==> src/logic/cpt_pkg.sv <==
// Purpose: constants and types for one channel's control register and pattern test
// Assumes: one processor port shared on the REF_CLK domain, 8-bit data
// Notes: tags below mark the logic and checks of each rule
// Function
// - bit 5 enables generator and checker
// - 0 turns both off, 1 both on
// - DS3/STS-1 sends unframed 2^15-1 sequence
// - E3 sends unframed 2^23-1 sequence
// - checker searches rate sequence, then counts errors
// - testing forces single-rail receive output
// - negative/violation pin flags each bit error
// - each error adds to 16-bit counter (code holds the count at all ones)
// - testing replaces transmit pin data by sequence
// - register at low nibble 6, channel nibble high
// - loop fields: normal, remote, analog, digital
// - rate group 1 is E3, else DS3/STS-1
`default_nettype none

package cpt_pkg;

    localparam logic [3:0] CPT_CTRL_LOW_NIBBLE = 4'h6;
    localparam logic [7:0] CPT_CTRL_RESET      = 8'h00;
    localparam logic [7:0] CPT_CTRL_WRITE_MASK = 8'h3f;

    localparam int CPT_TEST_EN_BIT     = 5;
    localparam int CPT_REMOTE_LOOP_BIT = 4;
    localparam int CPT_LOCAL_LOOP_BIT  = 3;
    localparam int CPT_E3_BIT          = 2;
    localparam int CPT_STS_BIT         = 1;
    localparam int CPT_RAIL_FMT_BIT    = 0;

    localparam int CPT_SHORT_LEN    = 15;
    localparam int CPT_SHORT_TAP    = 14;
    localparam int CPT_LONG_LEN     = 23;
    localparam int CPT_LONG_TAP     = 18;

    localparam int          CPT_ERR_WIDTH     = 16;
    localparam logic [5:0]  CPT_LOCK_MATCHES  = 6'h20;
    localparam int          CPT_FIFO_DEPTH    = 8;

    typedef enum logic [3:0] {
        CPT_LOOP_NORMAL  = 4'b0001,
        CPT_LOOP_REMOTE  = 4'b0010,
        CPT_LOOP_ANALOG  = 4'b0100,
        CPT_LOOP_DIGITAL = 4'b1000
    } cpt_loop_t;

    typedef enum logic [2:0] {
        CPT_RATE_DS3  = 3'b001,
        CPT_RATE_STS1 = 3'b010,
        CPT_RATE_E3   = 3'b100
    } cpt_rate_t;

    typedef enum logic [1:0] {
        CPT_SEARCH = 2'b01,
        CPT_LOCKED = 2'b10
    } cpt_chk_state_t;

    typedef struct packed {
        logic pos;
        logic neg;
    } cpt_rail_t;

endpackage : cpt_pkg

`default_nettype wire

==> src/logic/cpt_channel.sv <==
// Purpose: channel control register, pattern generator and checker, transmit FIFO
// Assumes: processor port is synchronous to REF_CLK; line clocks are slow pins
// Notes: line clocks are oversampled by REF_CLK and only their rising edges are used
`default_nettype none

module cpt_fifo
    import cpt_pkg::*;
#(
    parameter int WIDTH = 2,
    parameter int DEPTH = 8
)(
    input  wire logic             clk,
    input  wire logic             rst,
    input  wire logic             in_valid,
    input  wire logic [WIDTH-1:0] in_data,
    output logic                  in_ready,
    output logic                  out_valid,
    output logic      [WIDTH-1:0] out_data,
    input  wire logic             out_ready
);
    localparam int PW = (DEPTH > 1) ? $clog2(DEPTH) : 1;
    localparam int CW = $clog2(DEPTH + 1);

    logic [WIDTH-1:0] mem [DEPTH];
    logic [PW-1:0]    wr_ptr;
    logic [PW-1:0]    rd_ptr;
    logic [CW-1:0]    count;
    logic [PW-1:0]    next_wr_ptr;
    logic [PW-1:0]    next_rd_ptr;
    logic [CW-1:0]    next_count;
    logic             push;
    logic             pop;

    always_comb
    begin
        in_ready  = (count != CW'(DEPTH));
        out_valid = (count != '0);
        out_data  = mem[rd_ptr];
        push      = in_valid && in_ready;
        pop       = out_valid && out_ready;
        next_wr_ptr = wr_ptr;
        next_rd_ptr = rd_ptr;
        if (push)
        begin
            next_wr_ptr = (wr_ptr == PW'(DEPTH - 1)) ? '0 : wr_ptr + 1'b1;
        end
        if (pop)
        begin
            next_rd_ptr = (rd_ptr == PW'(DEPTH - 1)) ? '0 : rd_ptr + 1'b1;
        end
        next_count = count + CW'(push) - CW'(pop);
    end

    always_ff @(posedge clk)
    begin
        if (rst)
        begin
            wr_ptr <= '0;
            rd_ptr <= '0;
            count  <= '0;
        end
        else
        begin
            wr_ptr <= next_wr_ptr;
            rd_ptr <= next_rd_ptr;
            count  <= next_count;
        end
    end

    // storage needs no reset; empty flag hides stale words
    always_ff @(posedge clk)
    begin
        if (push)
        begin
            mem[wr_ptr] <= in_data;
        end
    end

endmodule : cpt_fifo

module cpt_channel
    import cpt_pkg::*;
#(
    parameter logic [3:0] CHANNEL_NIBBLE = 4'h0,
    parameter int         FIFO_DEPTH     = CPT_FIFO_DEPTH
)(
    input  wire logic                     REF_CLK,
    input  wire logic                     RST,
    input  wire logic [7:0]               CPU_ADDR,
    input  wire logic [7:0]               CPU_WDATA,
    input  wire logic                     CPU_WR,
    input  wire logic                     CPU_RD,
    output logic      [7:0]               CPU_RDATA,
    output logic                          CPU_RD_ACK,
    input  wire logic                     TX_LINE_CLOCK,
    input  wire logic                     TX_POSITIVE_DATA,
    input  wire logic                     TX_NEGATIVE_DATA,
    output logic                          TX_READY,
    output logic                          TX_OUT_POS,
    output logic                          TX_OUT_NEG,
    input  wire logic                     RX_REC_CLOCK,
    input  wire logic                     RX_REC_POS,
    input  wire logic                     RX_REC_NEG,
    output logic                          RX_OUT_POS,
    output logic                          RX_NEG_VIOLATION_PIN,
    output logic      [CPT_ERR_WIDTH-1:0] ERROR_COUNT,
    output logic                          PATTERN_LOCKED,
    output cpt_loop_t                     LOOP_MODE,
    output cpt_rate_t                     RATE_MODE
);
    // register and decode
    logic [7:0]  channel_control;
    logic [7:0]  next_channel_control;
    logic [7:0]  next_cpu_rdata;
    logic        next_cpu_rd_ack;
    logic        reg_hit;
    logic        test_pattern_enable;
    logic        europe_rate_group_select;
    logic        rail_format_select;

    // pin synchronisers: index 0 clk, 1 pos, 2 neg
    logic [2:0]  tx_meta;
    logic [2:0]  tx_sync;
    logic        tx_clk_prev;
    logic [2:0]  rx_meta;
    logic [2:0]  rx_sync;
    logic        rx_clk_prev;
    logic        tx_edge;
    logic        rx_edge;

    // transmit path
    logic [CPT_LONG_LEN-1:0] gen;
    logic [CPT_LONG_LEN-1:0] next_gen;
    logic                    gen_bit;
    cpt_rail_t               tx_in_word;
    cpt_rail_t               fifo_word;
    logic                    fifo_valid;
    logic                    fifo_in_valid;
    logic                    fifo_out_ready;
    cpt_rail_t               tx_out;
    cpt_rail_t               next_tx_out;

    // receive path
    logic [CPT_LONG_LEN-1:0]  chk;
    logic [CPT_LONG_LEN-1:0]  next_chk;
    logic                     predicted;
    logic                     mismatch;
    cpt_chk_state_t           chk_state;
    cpt_chk_state_t           next_chk_state;
    logic [5:0]               match_run;
    logic [5:0]               next_match_run;
    logic [CPT_ERR_WIDTH-1:0] err_count;
    logic [CPT_ERR_WIDTH-1:0] next_err_count;
    cpt_rail_t                rx_out;
    cpt_rail_t                next_rx_out;

    assign reg_hit = (CPU_ADDR[7:4] == CHANNEL_NIBBLE) && (CPU_ADDR[3:0] == CPT_CTRL_LOW_NIBBLE);

    assign test_pattern_enable      = channel_control[CPT_TEST_EN_BIT];
    assign europe_rate_group_select = channel_control[CPT_E3_BIT];
    assign rail_format_select       = channel_control[CPT_RAIL_FMT_BIT];

    always_comb
    begin
        next_channel_control = channel_control;
        if (CPU_WR && reg_hit)
        begin
            next_channel_control = CPU_WDATA & CPT_CTRL_WRITE_MASK;
        end
        next_cpu_rd_ack = CPU_RD && reg_hit;
        next_cpu_rdata  = CPU_RDATA;
        if (CPU_RD && reg_hit)
        begin
            next_cpu_rdata = channel_control;
        end
    end

    always_ff @(posedge REF_CLK)
    begin
        if (RST)
        begin
            channel_control <= CPT_CTRL_RESET;
            CPU_RDATA       <= 8'h00;
            CPU_RD_ACK      <= 1'b0;
        end
        else
        begin
            channel_control <= next_channel_control;
            CPU_RDATA       <= next_cpu_rdata;
            CPU_RD_ACK      <= next_cpu_rd_ack;
        end
    end

    always_comb
    begin
        case ({channel_control[CPT_LOCAL_LOOP_BIT], channel_control[CPT_REMOTE_LOOP_BIT]})
            2'b00:   LOOP_MODE = CPT_LOOP_NORMAL;
            2'b01:   LOOP_MODE = CPT_LOOP_REMOTE;
            2'b10:   LOOP_MODE = CPT_LOOP_ANALOG;
            default: LOOP_MODE = CPT_LOOP_DIGITAL;
        endcase
        if (europe_rate_group_select)
        begin
            RATE_MODE = CPT_RATE_E3;
        end
        else if (channel_control[CPT_STS_BIT])
        begin
            RATE_MODE = CPT_RATE_STS1;
        end
        else
        begin
            RATE_MODE = CPT_RATE_DS3;
        end
    end

    // only the second stage and the stored previous clock feed logic
    always_ff @(posedge REF_CLK)
    begin
        if (RST)
        begin
            tx_meta     <= 3'h0;
            tx_sync     <= 3'h0;
            tx_clk_prev <= 1'b0;
            rx_meta     <= 3'h0;
            rx_sync     <= 3'h0;
            rx_clk_prev <= 1'b0;
        end
        else
        begin
            tx_meta     <= {TX_NEGATIVE_DATA, TX_POSITIVE_DATA, TX_LINE_CLOCK};
            tx_sync     <= tx_meta;
            tx_clk_prev <= tx_sync[0];
            rx_meta     <= {RX_REC_NEG, RX_REC_POS, RX_REC_CLOCK};
            rx_sync     <= rx_meta;
            rx_clk_prev <= rx_sync[0];
        end
    end

    assign tx_edge = tx_sync[0] && !tx_clk_prev;
    assign rx_edge = rx_sync[0] && !rx_clk_prev;

    // relies on a running line clock
    assign tx_in_word.pos = tx_sync[1];
    assign tx_in_word.neg = tx_sync[2];
    assign fifo_in_valid  = tx_edge && !test_pattern_enable;
    assign fifo_out_ready = tx_edge;

    cpt_fifo #(
        .WIDTH (2),
        .DEPTH (FIFO_DEPTH)
    ) u_tx_fifo (
        .clk       (REF_CLK),
        .rst       (RST),
        .in_valid  (fifo_in_valid),
        .in_data   (tx_in_word),
        .in_ready  (TX_READY),
        .out_valid (fifo_valid),
        .out_data  (fifo_word),
        .out_ready (fifo_out_ready)
    );

    always_comb
    begin
        if (europe_rate_group_select)
        begin
            gen_bit   = gen[CPT_LONG_LEN-1] ^ gen[CPT_LONG_TAP-1];
            predicted = chk[CPT_LONG_LEN-1] ^ chk[CPT_LONG_TAP-1];
        end
        else
        begin
            gen_bit   = gen[CPT_SHORT_LEN-1] ^ gen[CPT_SHORT_TAP-1];
            predicted = chk[CPT_SHORT_LEN-1] ^ chk[CPT_SHORT_TAP-1];
        end
        next_gen    = gen;
        next_tx_out = tx_out;
        // disabled generator reseeds; all ones avoids lockup
        if (!test_pattern_enable)
        begin
            next_gen = '1;
        end
        if (tx_edge)
        begin
            if (test_pattern_enable)
            begin
                next_gen        = {gen[CPT_LONG_LEN-2:0], gen_bit};
                next_tx_out.pos = gen_bit;
                next_tx_out.neg = 1'b0;
            end
            else if (fifo_valid)
            begin
                next_tx_out = fifo_word;
            end
            else
            begin
                next_tx_out = '0;
            end
        end
    end

    always_ff @(posedge REF_CLK)
    begin
        if (RST)
        begin
            gen    <= '1;
            tx_out <= '0;
        end
        else
        begin
            gen    <= next_gen;
            tx_out <= next_tx_out;
        end
    end

    assign TX_OUT_POS = tx_out.pos;
    assign TX_OUT_NEG = tx_out.neg;

    // self-synchronising checker: received bits seed the predictor
    assign mismatch = rx_sync[1] != predicted;

    always_comb
    begin
        next_chk       = chk;
        next_chk_state = chk_state;
        next_match_run = match_run;
        next_err_count = err_count;
        next_rx_out    = rx_out;
        if (rx_edge)
        begin
            next_chk = {chk[CPT_LONG_LEN-2:0], rx_sync[1]};
            if (test_pattern_enable)
            begin
                next_rx_out.pos = rx_sync[1];
                next_rx_out.neg = 1'b0;
            end
            else if (rail_format_select)
            begin
                next_rx_out.pos = rx_sync[1];
                next_rx_out.neg = 1'b0;
            end
            else
            begin
                next_rx_out.pos = rx_sync[1];
                next_rx_out.neg = rx_sync[2];
            end
        end
        case (chk_state)
            CPT_SEARCH:
            begin
                if (rx_edge && test_pattern_enable)
                begin
                    next_match_run = mismatch ? 6'h00 : match_run + 6'h01;
                    if (!mismatch && (match_run + 6'h01 == CPT_LOCK_MATCHES))
                    begin
                        next_chk_state = CPT_LOCKED;
                    end
                end
            end
            CPT_LOCKED:
            begin
                if (rx_edge && mismatch)
                begin
                    next_rx_out.neg = 1'b1;
                    if (err_count != '1)
                    begin
                        next_err_count = err_count + 1'b1;
                    end
                end
            end
            default:
            begin
                next_chk_state = CPT_SEARCH;
            end
        endcase
        if (!test_pattern_enable)
        begin
            next_chk_state = CPT_SEARCH;
            next_match_run = 6'h00;
            next_err_count = '0;
        end
    end

    always_ff @(posedge REF_CLK)
    begin
        if (RST)
        begin
            chk       <= '0;
            chk_state <= CPT_SEARCH;
            match_run <= 6'h00;
            err_count <= '0;
            rx_out    <= '0;
        end
        else
        begin
            chk       <= next_chk;
            chk_state <= next_chk_state;
            match_run <= next_match_run;
            err_count <= next_err_count;
            rx_out    <= next_rx_out;
        end
    end

    assign RX_OUT_POS           = rx_out.pos;
    assign RX_NEG_VIOLATION_PIN = rx_out.neg;
    assign ERROR_COUNT          = err_count;
    assign PATTERN_LOCKED       = (chk_state == CPT_LOCKED);

endmodule : cpt_channel

`default_nettype wire

==> config.mk <==
export PLATFORM = sky130hd
export DESIGN_NAME = cpt_channel
export DESIGN_NICKNAME = d
export VERILOG_FILES = /design/src/logic/cpt_pkg.sv /design/src/logic/cpt_channel.sv
export SDC_FILE = /design/constraint.sdc
export NUM_CORES = 1
export LEC_CHECK = 0
export BUFFER_PORTS_ARGS = -buffer_cell sky130_fd_sc_hd__clkbuf_2
export CAP_MARGIN = 0
export CELL_PAD_IN_SITES_DETAIL_PLACEMENT = 1
export CELL_PAD_IN_SITES_GLOBAL_PLACEMENT = 1
export CORE_ASPECT_RATIO = 1.5
export CORE_MARGIN = 1.5
export CORE_UTILIZATION = 40
export CTS_CLUSTER_SIZE = 10
export DETAILED_ROUTE_END_ITERATION = 7
export GPL_ROUTABILITY_DRIVEN = 0
export PLACE_DENSITY = 0.82
export SYNTH_ARGS = -nofsm -noshare
export SYNTH_HDL_FRONTEND = slang
export SYNTH_SLANG_ARGS = --single-unit
==> constraint.sdc <==
create_clock -name REF_CLK -period 2.4 [get_ports REF_CLK]
set_clock_uncertainty 0.15 [all_clocks]
set_input_delay 0.36 -clock REF_CLK [delete_from_list [all_inputs] [get_ports REF_CLK]]
set_output_delay 0.36 -clock REF_CLK [all_outputs]
set_load 0.005 [all_outputs]
* Word level (Yosys, flattened, before mapping)
Memories as Yosys holds them, arrays and structs flattened. A register that Yosys moved wholly into a read port is not among the register bits.
Index checks and enable logic that the tools add are counted.
** Storage, ports and cells
- Memory bits (writable) :: 16
- Memories :: 1
- Memory bits (read-only) :: 0
- Logic and storage cells :: 94
- Input bits :: 26
- Bits in latches :: 0
- Bits in registers :: 111
** Operators by class
- Multiply operators :: 0
- Reduce and logical (&&, ||, !) cells :: 22
- Equality and inequality tests :: 13
- Div/mod/pow operators :: 0
- Bitwise operators :: 6
- $add $sub $neg :: 6
- Shift operators :: 0
- Multiplexer cells :: 25
- Order comparisons :: 0
** Memories
- u_tx_fifo.mem :: words 8, bits a word 2, read ports 1, clocked after memory_dff 1, write ports 1, line cpt_channel.sv:24 : logic [WIDTH-1:0] mem [DEPTH];
** Operator list (count)
- 23-bit 2-to-1 mux :: 3
- 16-bit by 1-bit adder with 16-bit output (second input constant) :: 1
- 16-bit != test (second input constant) :: 1
- 3-bit 2-to-1 mux :: 5
- 4-bit case mux with 3 select lines :: 1
- 1-bit logical AND :: 11
- 2-bit 2-to-1 mux :: 5
- 1-bit 2-to-1 mux :: 9
- 3-bit by 1-bit adder with 3-bit output (second input constant) :: 2
- 6-bit by 1-bit adder with 6-bit output (second input constant) :: 1
- 3-bit equality test (second input constant) :: 2
- 6-bit equality test (second input constant) :: 1
- 6-bit 2-to-1 mux :: 1
- 3-bit AND reduction :: 2
- 4-bit by 1-bit adder with 4-bit output :: 1
- 2-bit by 1-bit equality test with 1-bit output (second input constant) :: 2
- 2-bit equality test (second input constant) :: 2
- 4-bit by 3-bit equality test with 1-bit output (second input constant) :: 1
- 1-bit logical NOT :: 4
- 4-bit logical NOT :: 1
- 2-bit != test (second input constant) :: 2
- 4-bit != test (second input constant) :: 1
- 2-bit case mux with 2 select lines :: 1
- 4-bit nonzero test :: 1
- 7 further kinds :: 11

* Longest topological paths before layout
Gate-level depths: netlist of the first run.
- Depth in word-level cells :: 8
- Mapped depth :: 10

* Cells and area by module
From an unflattened synthesis of the first run, not the netlist that was laid out.
** Unflattened totals
- Cells, all modules :: 579
- Area total of the unflattened synthesis :: 5429.0 um2
** By module, submodules not included
- cpt_channel :: area each 4095.2 um2, sequential area each 2001.9 um2, instances 1, cells each 477
- cpt_fifo :: area each 1333.8 um2, sequential area each 740.7 um2, instances 1, cells each 102

* Worst setup path after synthesis of the first run
Ideal clock, no wire load.
- Kind :: register to register
- Start :: register tx_clk_prev
- End :: register u_tx_fifo.count[2]
- Cell stages (with the launch flop) :: 11
- Path slack :: 0.133 ns
- Setup time :: 0.128 ns
- Arrival time :: 1.990 ns
- Cell sequence :: dfxtp_1 nand2b_1 clkbuf_1 a21oi_1 ha_1 inv_1 ha_1 inv_1 fa_1 xor2_1 nor2_1
** Between the ends
- Elaborated cells on any way between the ends :: 7
- Classes of those cells :: add/sub: 2; reduce/logical: 5
** RTL lines
- start: declaration :: line cpt_channel.sv:124 : logic tx_clk_prev;
- start signal: assignment :: line cpt_channel.sv:232 : tx_clk_prev <= tx_sync[0];
- 1-bit logical NOT :: line cpt_channel.sv:239 : assign tx_edge = tx_sync[0] && !tx_clk_prev;
- 1-bit logical AND :: line cpt_channel.sv:239
- 1-bit logical AND :: line cpt_channel.sv:40 : pop = out_valid && out_ready;
- net u_tx_fifo.pop :: line cpt_channel.sv:32 : logic pop;
- 4-bit by 1-bit subtractor with 4-bit output :: line cpt_channel.sv:51 : next_count = count + CW'(push) - CW'(pop);
- end signal: assignment :: line cpt_channel.sv:66 : count <= next_count;
- end: declaration :: line cpt_channel.sv:27 : logic [CW-1:0] count;
The timed path passes the listed nets, and every way through them passes these cells.
A chain may end at the register's enable or synchronous reset.

* Final worst setup path of the first run
- Start :: register chk[13]
- End :: register err_count[13], in the netlist ERROR_COUNT[13]
** Between the ends
- Cells in the longest elaborated chain, start to end :: 5
** RTL lines
- start: declaration :: line cpt_channel.sv:144 : logic [CPT_LONG_LEN-1:0] chk;
- start signal: assignment :: line cpt_channel.sv:394 : chk <= next_chk;
- 1-bit bitwise XOR :: line cpt_channel.sv:272 : predicted = chk[CPT_SHORT_LEN-1] ^ chk[CPT_SHORT_TAP-1];
- 1-bit 2-to-1 mux :: line cpt_channel.sv:264 : if (europe_rate_group_select)
- 1-bit != test :: line cpt_channel.sv:318 : assign mismatch = rx_sync[1] != predicted;
- 1-bit logical AND :: line cpt_channel.sv:360 : if (rx_edge && mismatch)
- 3-bit AND reduction (no line)
- end signal: assignment :: line cpt_channel.sv:397 : err_count <= next_err_count;
- end: declaration :: line cpt_channel.sv:152 : logic [CPT_ERR_WIDTH-1:0] err_count;
Every way passes these cells.

==> results of run 1 <==
kinds of logic (layout without fill, tap and decap cells):
family,count (synthesis),after routing,share of synthesized area (%)
buf+inv,43,114,3.40
other cells,1,2,0.0722
mux,25,25,5.88
flops,129,129,52.8
compound gates,83,83,9.61
simple gates,258,258,23.6
fa+ha+maj,14,14,3.52
xor+xnor,7,7,1.18
per-layer routing:
layer / vias up / routed length [um] / global-route usage (%)
met5: - / 0 / 0
met4: 0 / 209 / 6.89
met3: 18 / 385 / 5.66
met2: 66 / 7240 / 38.3
met1: 2056 / 5180 / 21.3
li1: 2047 / - / -
flip-flops by register name, indices dropped and copies added (netlist names), 4 cells and up, named ones only:
signal,cells
ERROR_COUNT,16
channel_control,6
chk,23
CPU_RDATA,6
gen,23
u_tx_fifo.mem,16
match_run,6
u_tx_fifo.count,4
how the worst max path moves through the flow:
stage	startpoint	to	slack, ns	cells after the start
4_1_cts	u_tx_fifo.count[1]$_SDFF_PP0_	u_tx_fifo.count[2]$_SDFF_PP0_	0.17	9
2_1_floorplan	tx_clk_prev$_SDFF_PP0_	u_tx_fifo.count[2]$_SDFF_PP0_	0.13	10
3_3_place_gp	u_tx_fifo.count[1]$_SDFF_PP0_	u_tx_fifo.count[2]$_SDFF_PP0_	0.27	9
5_1_grt	u_tx_fifo.count[2]$_SDFF_PP0_	u_tx_fifo.count[2]$_SDFF_PP0_	0.05	10
3_5_place_dp	u_tx_fifo.count[1]$_SDFF_PP0_	u_tx_fifo.count[2]$_SDFF_PP0_	0.18	9
6_report	chk[13]$_SDFFE_PP0P_	ERROR_COUNT[13]$_SDFFE_PP0P_	0.20	6
layout by cell type (no fill, tap or decap), types with 16 or more instances in the layout:
cell       synthesis  routed
nor2_1            38      37
a21oi_1           45      44
nor2b_1           22      21
dfxtp_1          113     113
mux2i_1           19      19
clkbuf_16          0      18
edfxtp_1          16      16
nand2_1          116     116
nand3_1           27      27
clkbuf_2           0      59
cells in the mapped netlist (4+ instances only):
| cell type | n | area share (%) |
|---|---|---|
| nand2b_1 | 6 | 0.72 |
| nor2b_1 | 22 | 2.6 |
| and2_1 | 4 | 0.48 |
| or4_1 | 12 | 1.7 |
| and3_1 | 4 | 0.48 |
| inv_1 | 8 | 0.58 |
| clkbuf_1 | 26 | 1.9 |
| o21ai_0 | 11 | 1.1 |
| nor2_1 | 38 | 2.7 |
| nand3_1 | 27 | 2.6 |
| o211ai_1 | 4 | 0.58 |
| dfxtp_1 | 113 | 44 |
| or3_1 | 6 | 0.72 |
| a21oi_1 | 45 | 4.3 |
| nor3_1 | 8 | 0.77 |
| ha_1 | 13 | 3.1 |
| o31ai_1 | 10 | 1.4 |
| nand2_1 | 116 | 8.4 |
| edfxtp_1 | 16 | 9.2 |
| mux4_2 | 4 | 1.7 |
| mux2i_1 | 19 | 3.7 |
| xnor2_1 | 4 | 0.67 |
area by class of cell:
type,count,area share [%]
clock buffers,19,7.28
inverters,8,0.482
clock inverters,13,1.79
well taps,156,3.13
repair buffers,74,6.62
multi-input cells,389,36.7
flip-flops and latches,129,44.0
through the flow:
| step | setup WS [ns] | power [W] | instances | hold WS [ns] | utilization [%] |
|---|---|---|---|---|---|
| 4_1_cts | 0.167 | 0.00504 | 788 | 0.00357 | 49.5 |
| 3_5_place_dp | 0.180 | 0.00260 | 754 | 0.285 | 44.9 |
| 6_report | 0.205 | 0.00500 | 788 | 0.0212 | 49.6 |
| 2_1_floorplan | 0.133 | 0.00250 | 561 | 0.264 | - |
| 5_1_grt | 0.0528 | 0.00518 | 788 | 0.00960 | 49.6 |
| 3_3_place_gp | 0.266 | 0.00257 | 754 | 0.269 | 44.9 |
power breakdown:
group / switching [W] / internal, W
clock: 0.000957 / 0.00148
combinational: 0.000174 / 0.000139
sequential: 0.0000296 / 0.00222
total: 0.00116 / 0.00384
repair_timing:
| action | CTS | global route |
|---|---|---|
| hold buffers | 2 | 0 |
| setup endpoints to repair | 0 | 1 |
| endpoints found under the hold margin | 2 | 0 |
| resized for setup | 0 | 2 |
worst register-to-register path, cell delays in order (launching register included):
cell and delay [ns]:
dfxtp_1 0.34, xnor2_1 0.24, mux2i_2 0.33, nand4_2 0.13, buf_4 0.24, or4_1 0.54, a21oi_1 0.16
==> results.toml, run 1 <==
[critical_path]
start_kind = "register"
critPathMaxFanout = 31
crit_slowest_cell = "or4_1"
cp.buffers_inverters = 1
end_kind = "register"
crit_family = "simple AND/OR/NAND/NOR gates"
worstPathArrival_ns = 2.39
required_ns = 2.59
path_cells = "xnor2_1, mux2i_2, nand4_2, buf_4, or4_1, a21oi_1"
reg2reg_from = "chk[13]$_SDFFE_PP0P_"
critical-path-max-stage-delay_ns = 0.53
ff2ff_path_depth = 6
worstSetupPathType = "register to register"
timing.rr.end = "ERROR_COUNT[13]$_SDFFE_PP0P_"
r2r_setup_slack_ns = 0.20

[job]
cap_viol_max_count = 0

[timing]
drv_slew = 0
timing.fmax_ghz = 0.455
worst_pin_slew_ns = 0.767
hold_viol_final = 0
setup_tns_ns = 0
final-setup-viol-count = 0
slew_headroom_pct = 48.7
rsz0062_at_grt = "false"
fin_crit_sh_pct = 91.5
layout_min_cycle_time_ns = 2.20

[die]
coreArea_um2 = 12600
die_h_um = 143
rows = 50
ios = 64
die-area_um2 = 13700
start_util_pct = 41.3
die_w_um = 96.1

[synthesis]
synth-seq-cells = 129
ys.flop_type = "dfxtp_1"
synth.avg_cell_area_um2 = 9.28
postSynth.asyncResetShare_pct = 0
yosysWarnings = 0
synth_cells = 560
synth_edf_count = 16
synth.distinct_cells = 47
seq_area_frac_synth_pct = 52.8
syn_area_um2 = 5190

[detailed_routing]
wl_per_cell_um = 16.5
post-route-drc-count = 0
drtAntennaViolNets = 0
vias = 4187
via_per_inst = 5.31
dr.first_iter.drc_count = 90
routed_wl_um = 13000
drt_pass1_iterations = 4

[place]
io_buffers = 59
dpl_cell_area_um2 = 5640
dp_hpwl_um = 8460

[min_path]
min_to = "tx_meta[2]$_SDFF_PP0_"
min-delay-start = "TX_NEGATIVE_DATA"
worstHoldPathCells = 2
hold_class = "primary input to register"

[global_route]
grt_overflow = 0
antenna_found_initial = 0
grt_pass1_wl_um = 21200
grt_pass1_vias = 4431
track_usage_pct = 20.5
grt_start_max_net_pins = 33

[cts]
clock_tree.buffer_depth = 2
clk_pin_slew_ns = 0.06
cts.sink_count = 129
insertion_delay_ns = 0.42
cts_setup_buffers = 0
htreeDepth = 4
cts_inserted_buffers = 17
cts-root-buf = "clkbuf_16"
tritoncts = "done"

[pwr]
power_density_nw_per_um2 = 802
leakagePower_nw = 2.48
ir_worst_vdd_mv = 0.477

[final_layout]
fin_area_um2 = 6230
drive_above_1_share_pct = 17.7
register_area_um2 = 2740
multi_input_area_um2 = 2290
n_fill_cell = 1442
nets = 659
area_growth_pct = 20.0
diodes = 0

[outcome]
status = "complete, no violations"
No activity file was read; power rests on OpenSTA's default activity.
==> run 2: changes to the inputs <==
SYNTH_HIERARCHICAL = 1   (was unset)
==> run 2 against run 1 <==
Critical path depth is 3 higher. The flow now finishes with violations (negative setup slack). Non-clock buffer count is 8 higher. Die area is 4.4% higher. Area after synthesis is 4.5% higher. Largest cell class unchanged. Cell area is 5.7% higher. Clock power is 2% higher. Critical endpoint is now u_tx_fifo/count[1]$_SDFF_PP0_. Register-to-register slack worse by 0.24 ns. Synthesized cell count is 3.4% higher.
==> results.toml, run 2 <==
[outcome]
status = "complete, but fails checks"
violations = "negative setup slack"

[cts]
cts.sink_count = 129
htreeDepth = 4
clock_tree.buffer_depth = 2
clk_pin_slew_ns = 0.06
tritoncts = "done"
insertion_delay_ns = 0.41
cts_inserted_buffers = 17
cts-root-buf = "clkbuf_16"

[synthesis]
yosysWarnings = 6
synth_most_common_cell = "dfxtp_1"
syn_area_um2 = 5430
synth_area_leader_cell = "dfxtp_1"
synth.distinct_cells = 59
synth.area.top_cells = "dfxtp_1 42%, edfxtp_1 8.8%, nand2_1 7.5%"
netlist.area_leader.share_pct = 41.7
synth.avg_cell_area_um2 = 9.38
postSynth.asyncResetShare_pct = 0
ys.flop_type = "dfxtp_1"
seq_area_frac_synth_pct = 50.5
synth-seq-cells = 129
synthTopCellsByCount = "113 x dfxtp_1, 108 x nand2_1, 50 x nor2_1"
synth_edf_count = 16
synth_cells = 579

[place]
dp_hpwl_um = 9220
dp_cells = 784
io_buffers = 59

[timing]
fin_crit_sh_pct = 101
hold_viol_final = 0
drv_slew = 0
layout_min_cycle_time_ns = 2.43
timing.fmax_ghz = 0.411
final-setup-viol-count = 1
rsz0062_at_grt = "true"
hold-worst-slack_ns = 0.0227
slew_headroom_pct = 53.4
worst_pin_slew_ns = 0.694
fin_ws_ns = -0.0320

[detailed_routing]
vias = 4357
drt_pass1_iterations = 4
post-route-drc-count = 0
via_per_inst = 5.31
dr.first_iter.drc_count = 114
wl_per_cell_um = 16.5
routed_wl_um = 13500
drtAntennaViolNets = 0

[die]
die_h_um = 146
die_w_um = 98.1
ios = 64
die-area_um2 = 14300
start_util_pct = 40.5
rows = 52
coreArea_um2 = 13400

[critical_path]
start_kind = "register"
critPathMaxFanout = 2
required_ns = 2.60
end_kind = "register"
worstSetupPathType = "register to register"
worstPathArrival_ns = 2.63

[final_layout]
drive_above_1_share_pct = 23.1
fin_cells = 820
diodes = 0
nets = 685
layout_commonest_cell = "dfxtp_1"
area_growth_pct = 21.4
layout_common_cells = "111 x dfxtp_1, 108 x nand2_1, 59 x clkbuf_2"
reg_top3 = "chk: 23 flops, gen: 23 flops"

[global_route]
track_usage_pct = 19.7
grt_overflow = 0
grt_pass1_wl_um = 22400
antenna_found_initial = 0
grt_start_max_net_pins = 37
grt_pass1_vias = 4709

[pwr]
power_density_nw_per_um2 = 782
leakagePower_nw = 2.60
ir_worst_vdd_mv = 0.612

[min_path]
hold_class = "primary input to register"

[job]
cap_viol_max_count = 0
[run 2: stage by stage]
step / setup TNS, ns / setup slack, ns / total power, W / util (%) / area (um^2)
final: -0.0320 / -0.0320 / 0.00516 / 49.2 / 6590
after floorplan: 0 / 0.00164 / 0.00253 / - / 5450
after global routing: -0.0408 / -0.0408 / 0.00533 / 49.2 / 6590
after global placement: 0 / 0.0421 / 0.00259 / 44.1 / 5910
after detailed placement: -0.194 / -0.147 / 0.00262 / 44.1 / 5910
after CTS: -0.0503 / -0.0364 / 0.00517 / 49.1 / 6580
[run 2: logic make-up after synthesis]
group	count (synthesis)	synth area share, %
fa+ha+maj	14	3.36
xor+xnor	20	3.83
buf+inv	43	3.64
compound gates	56	6.34
mux	23	5.28
other cells	1	0.0691
flops	129	50.5
simple gates	293	27.0
[run 2: power by group]
group	total, W	leakage (nW)	switching (W)	internal, W
combinational	0.000422	1.27	0.000212	0.000210
clock	0.00248	0.268	0.000959	0.00152
sequential	0.00226	1.06	0.0000354	0.00222
[run 2: repair_timing]
action                                  in CTS  in global routing
resized for setup                           15                  2
buffers inserted                             3                  0
endpoints found under the setup margin       3                  3
hold buffers                                 1                  0
hold endpoints to repair                     1                  0
pin swaps                                    5                  2
[run 2: final timing paths]
path	cells after the start	to	slack, ns	from
setup reg to reg	9	u_tx_fifo/count[1]$_SDFF_PP0_	-0.03	u_tx_fifo/count[3]$_SDFF_PP0_
hold / removal	2	tx_meta[1]$_SDFF_PP0_	0.02	TX_POSITIVE_DATA
hold reg to reg	1	tx_sync[1]$_SDFF_PP0_	0.29	tx_meta[1]$_SDFF_PP0_
setup / recovery	9	u_tx_fifo/count[1]$_SDFF_PP0_	-0.03	u_tx_fifo/count[3]$_SDFF_PP0_
[run 2: worst max-delay path: stages, from the launching register on]
cell and delay (ns):
dfxtp_2 0.34, inv_2 0.07, ha_4 0.12, or3b_4 0.38, and2_4 0.16, ha_4 0.26, inv_2 0.04, ha_4 0.16
fa_2 0.54, nor2b_4 0.15
[run 2: cell type report]
cell class | count | area (um^2)
clock buffer | 17 | 425
clock inverter | 15 | 144
fill | 1547 | 6810
inverter | 7 | 31.3
multi-input combinational | 408 | 2570
sequential | 129 | 2750
tap | 162 | 203
timing repair buffer | 82 | 470
[run 2: layer usage]
layer  up-vias  global-route usage, %  share of wire, %
met5         -                      0                 0
met4         0                   8.50               2.7
met3        23                   4.47               3.1
met2        87                   37.2                56
met1      2144                   20.3                38
li1       2103                      -                 -
==> run 3: changes to the inputs <==
PLACE_DENSITY = 0.72   (was 0.82)
SLEW_MARGIN = 20   (was unset)
==> run 3 against run 2 <==
The run now ends clean. Clock power rose by 4%. Fmax increased by 1.5%. Utilization increased by 0.11 points. Worst setup slack better by 0.035 ns. First-iteration DRC count is 11% lower. Sequential share of layout area fell by 0.095 points. Via count fell by 0.57%. Global-route usage down 0.22 points. Non-clock buffer count up 1. Sequential cell count is the same.
==> results.toml, run 3 (synthesis gave the netlist of run 2 again) <==
[outcome]
status = "complete, no violations"

[timing]
slew_headroom_pct = 50.8
hold_viol_final = 0
setup_tns_ns = 0
layout_min_cycle_time_ns = 2.40
rsz0062_at_grt = "true"
timing.fmax_ghz = 0.417
worst_pin_slew_ns = 0.733
final-setup-viol-count = 0
fin_crit_sh_pct = 99.9
drv_slew = 0
hold-worst-slack_ns = 0.00814

[global_route]
grt_start_max_net_pins = 70
grt_pass1_vias = 4635
met2_usage_pct = 36.8
grt_pass1_wl_um = 22300
track_usage_pct = 19.4
busiest_layer = "met2"
antenna_found_initial = 0
grt_overflow = 0
use_met3_pct = 5.14
use_met1_pct = 19.6

[critical_path]
worstPathArrival_ns = 2.52
crit_family = "adder cells"
critical-path-max-stage-delay_ns = 0.38
cp.buffers_inverters = 2
critPathMaxFanout = 3
worstSetupPathType = "register to register"
start_kind = "register"
crit_slowest_cell = "or3b_4"
cpMostUsedCell = "ha_4"
end_kind = "register"
required_ns = 2.52
path_cells = "inv_4, ha_4, or3b_4, and2_4, ha_4, inv_2, ha_4, fa_2, xnor2_2, nor2_1"

[detailed_routing]
vias = 4332
routed_wl_um = 13400
wl_per_cell_um = 16.3
drtAntennaViolNets = 0
post-route-drc-count = 0
dr.first_iter.drc_count = 102
via_per_inst = 5.28
drt_pass1_iterations = 4

[place]
io_buffers = 59
dp_hpwl_um = 8860
dp_cells = 784

[cts]
clock_tree.buffer_depth = 2
cts_inserted_buffers = 17
cts-root-buf = "clkbuf_16"
cts.sink_count = 129
clk_pin_slew_ns = 0.05
tritoncts = "done"
insertion_delay_ns = 0.41
htreeDepth = 4

[final_layout]
layout_common_cells = "111 x dfxtp_1, 108 x nand2_1, 59 x clkbuf_2"
layout_commonest_cell = "dfxtp_1"
reg_top3 = "chk: 23 flops, gen: 23 flops"
fin_cells = 821
diodes = 0
drive_above_1_share_pct = 22.6
area_growth_pct = 21.7
nets = 686

[pwr]
power_density_nw_per_um2 = 796
p_total_w = 0.00526
ir_worst_vdd_mv = 0.501
leakagePower_nw = 2.63

[job]
cap_viol_max_count = 0

[die]
start_util_pct = 40.5
ios = 64
die_w_um = 98.1
coreArea_um2 = 13400
rows = 52
die_h_um = 146
die-area_um2 = 14300

[min_path]
hold_class = "primary input to register"
-- run 3: metal layers --
layer | vias to the layer above | part of all wire (%)
met3 | 33 | 3.1
met2 | 90 | 56
met1 | 2102 | 38
met4 | 0 | 2.9
li1 | 2107 | -
met5 | - | 0
-- run 3: path summary, 6_finish.rpt --
check | slack [ns] | end | cells past startpoint | from
max | 0.003 | u_tx_fifo/count[2]$_SDFF_PP0_ | 10 | u_tx_fifo/count[2]$_SDFF_PP0_
min | 0.008 | rx_meta[1]$_SDFF_PP0_ | 2 | RX_REC_POS
max reg2reg | 0.003 | u_tx_fifo/count[2]$_SDFF_PP0_ | 10 | u_tx_fifo/count[2]$_SDFF_PP0_
min reg2reg | 0.29 | tx_sync[2]$_SDFF_PP0_ | 1 | tx_meta[2]$_SDFF_PP0_
-- run 3: area by class of cell --
type | instances | area [um^2]
Fill cell | 1540 | 6800
Tap cell | 162 | 203
Clock buffer | 21 | 450
Clock inverter | 11 | 138
Sequential cell | 129 | 2750
Timing Repair Buffer | 83 | 478
Multi-Input combinational cell | 408 | 2560
Inverter | 7 | 31.3
-- run 3: metrics by stage --
step	setup slack, ns	utilization (%)	instance area [um^2]
floorplan	0.00164	-	5450
global placement	0.0168	44.1	5910
detailed placement	-0.0956	44.1	5910
CTS	0.00427	49.3	6610
global route	-0.0876	49.3	6610
finish	0.00307	49.3	6610
-- run 3: power breakdown --
group | leakage (nW) | internal (W) | switching (W)
registers | 1.06 | 0.00222 | 0.0000381
clock network | 0.291 | 0.00165 | 0.000937
logic | 1.28 | 0.000205 | 0.000200
-- run 3: timing repair --
action / 4_1_cts / 5_1_grt
hold buffers: 1 / 0
endpoints found under the setup margin: 2 / 2
hold endpoints to repair: 1 / 0
gates resized for setup: 14 / 0
pin swaps: 4 / 2
setup buffers: 4 / 0
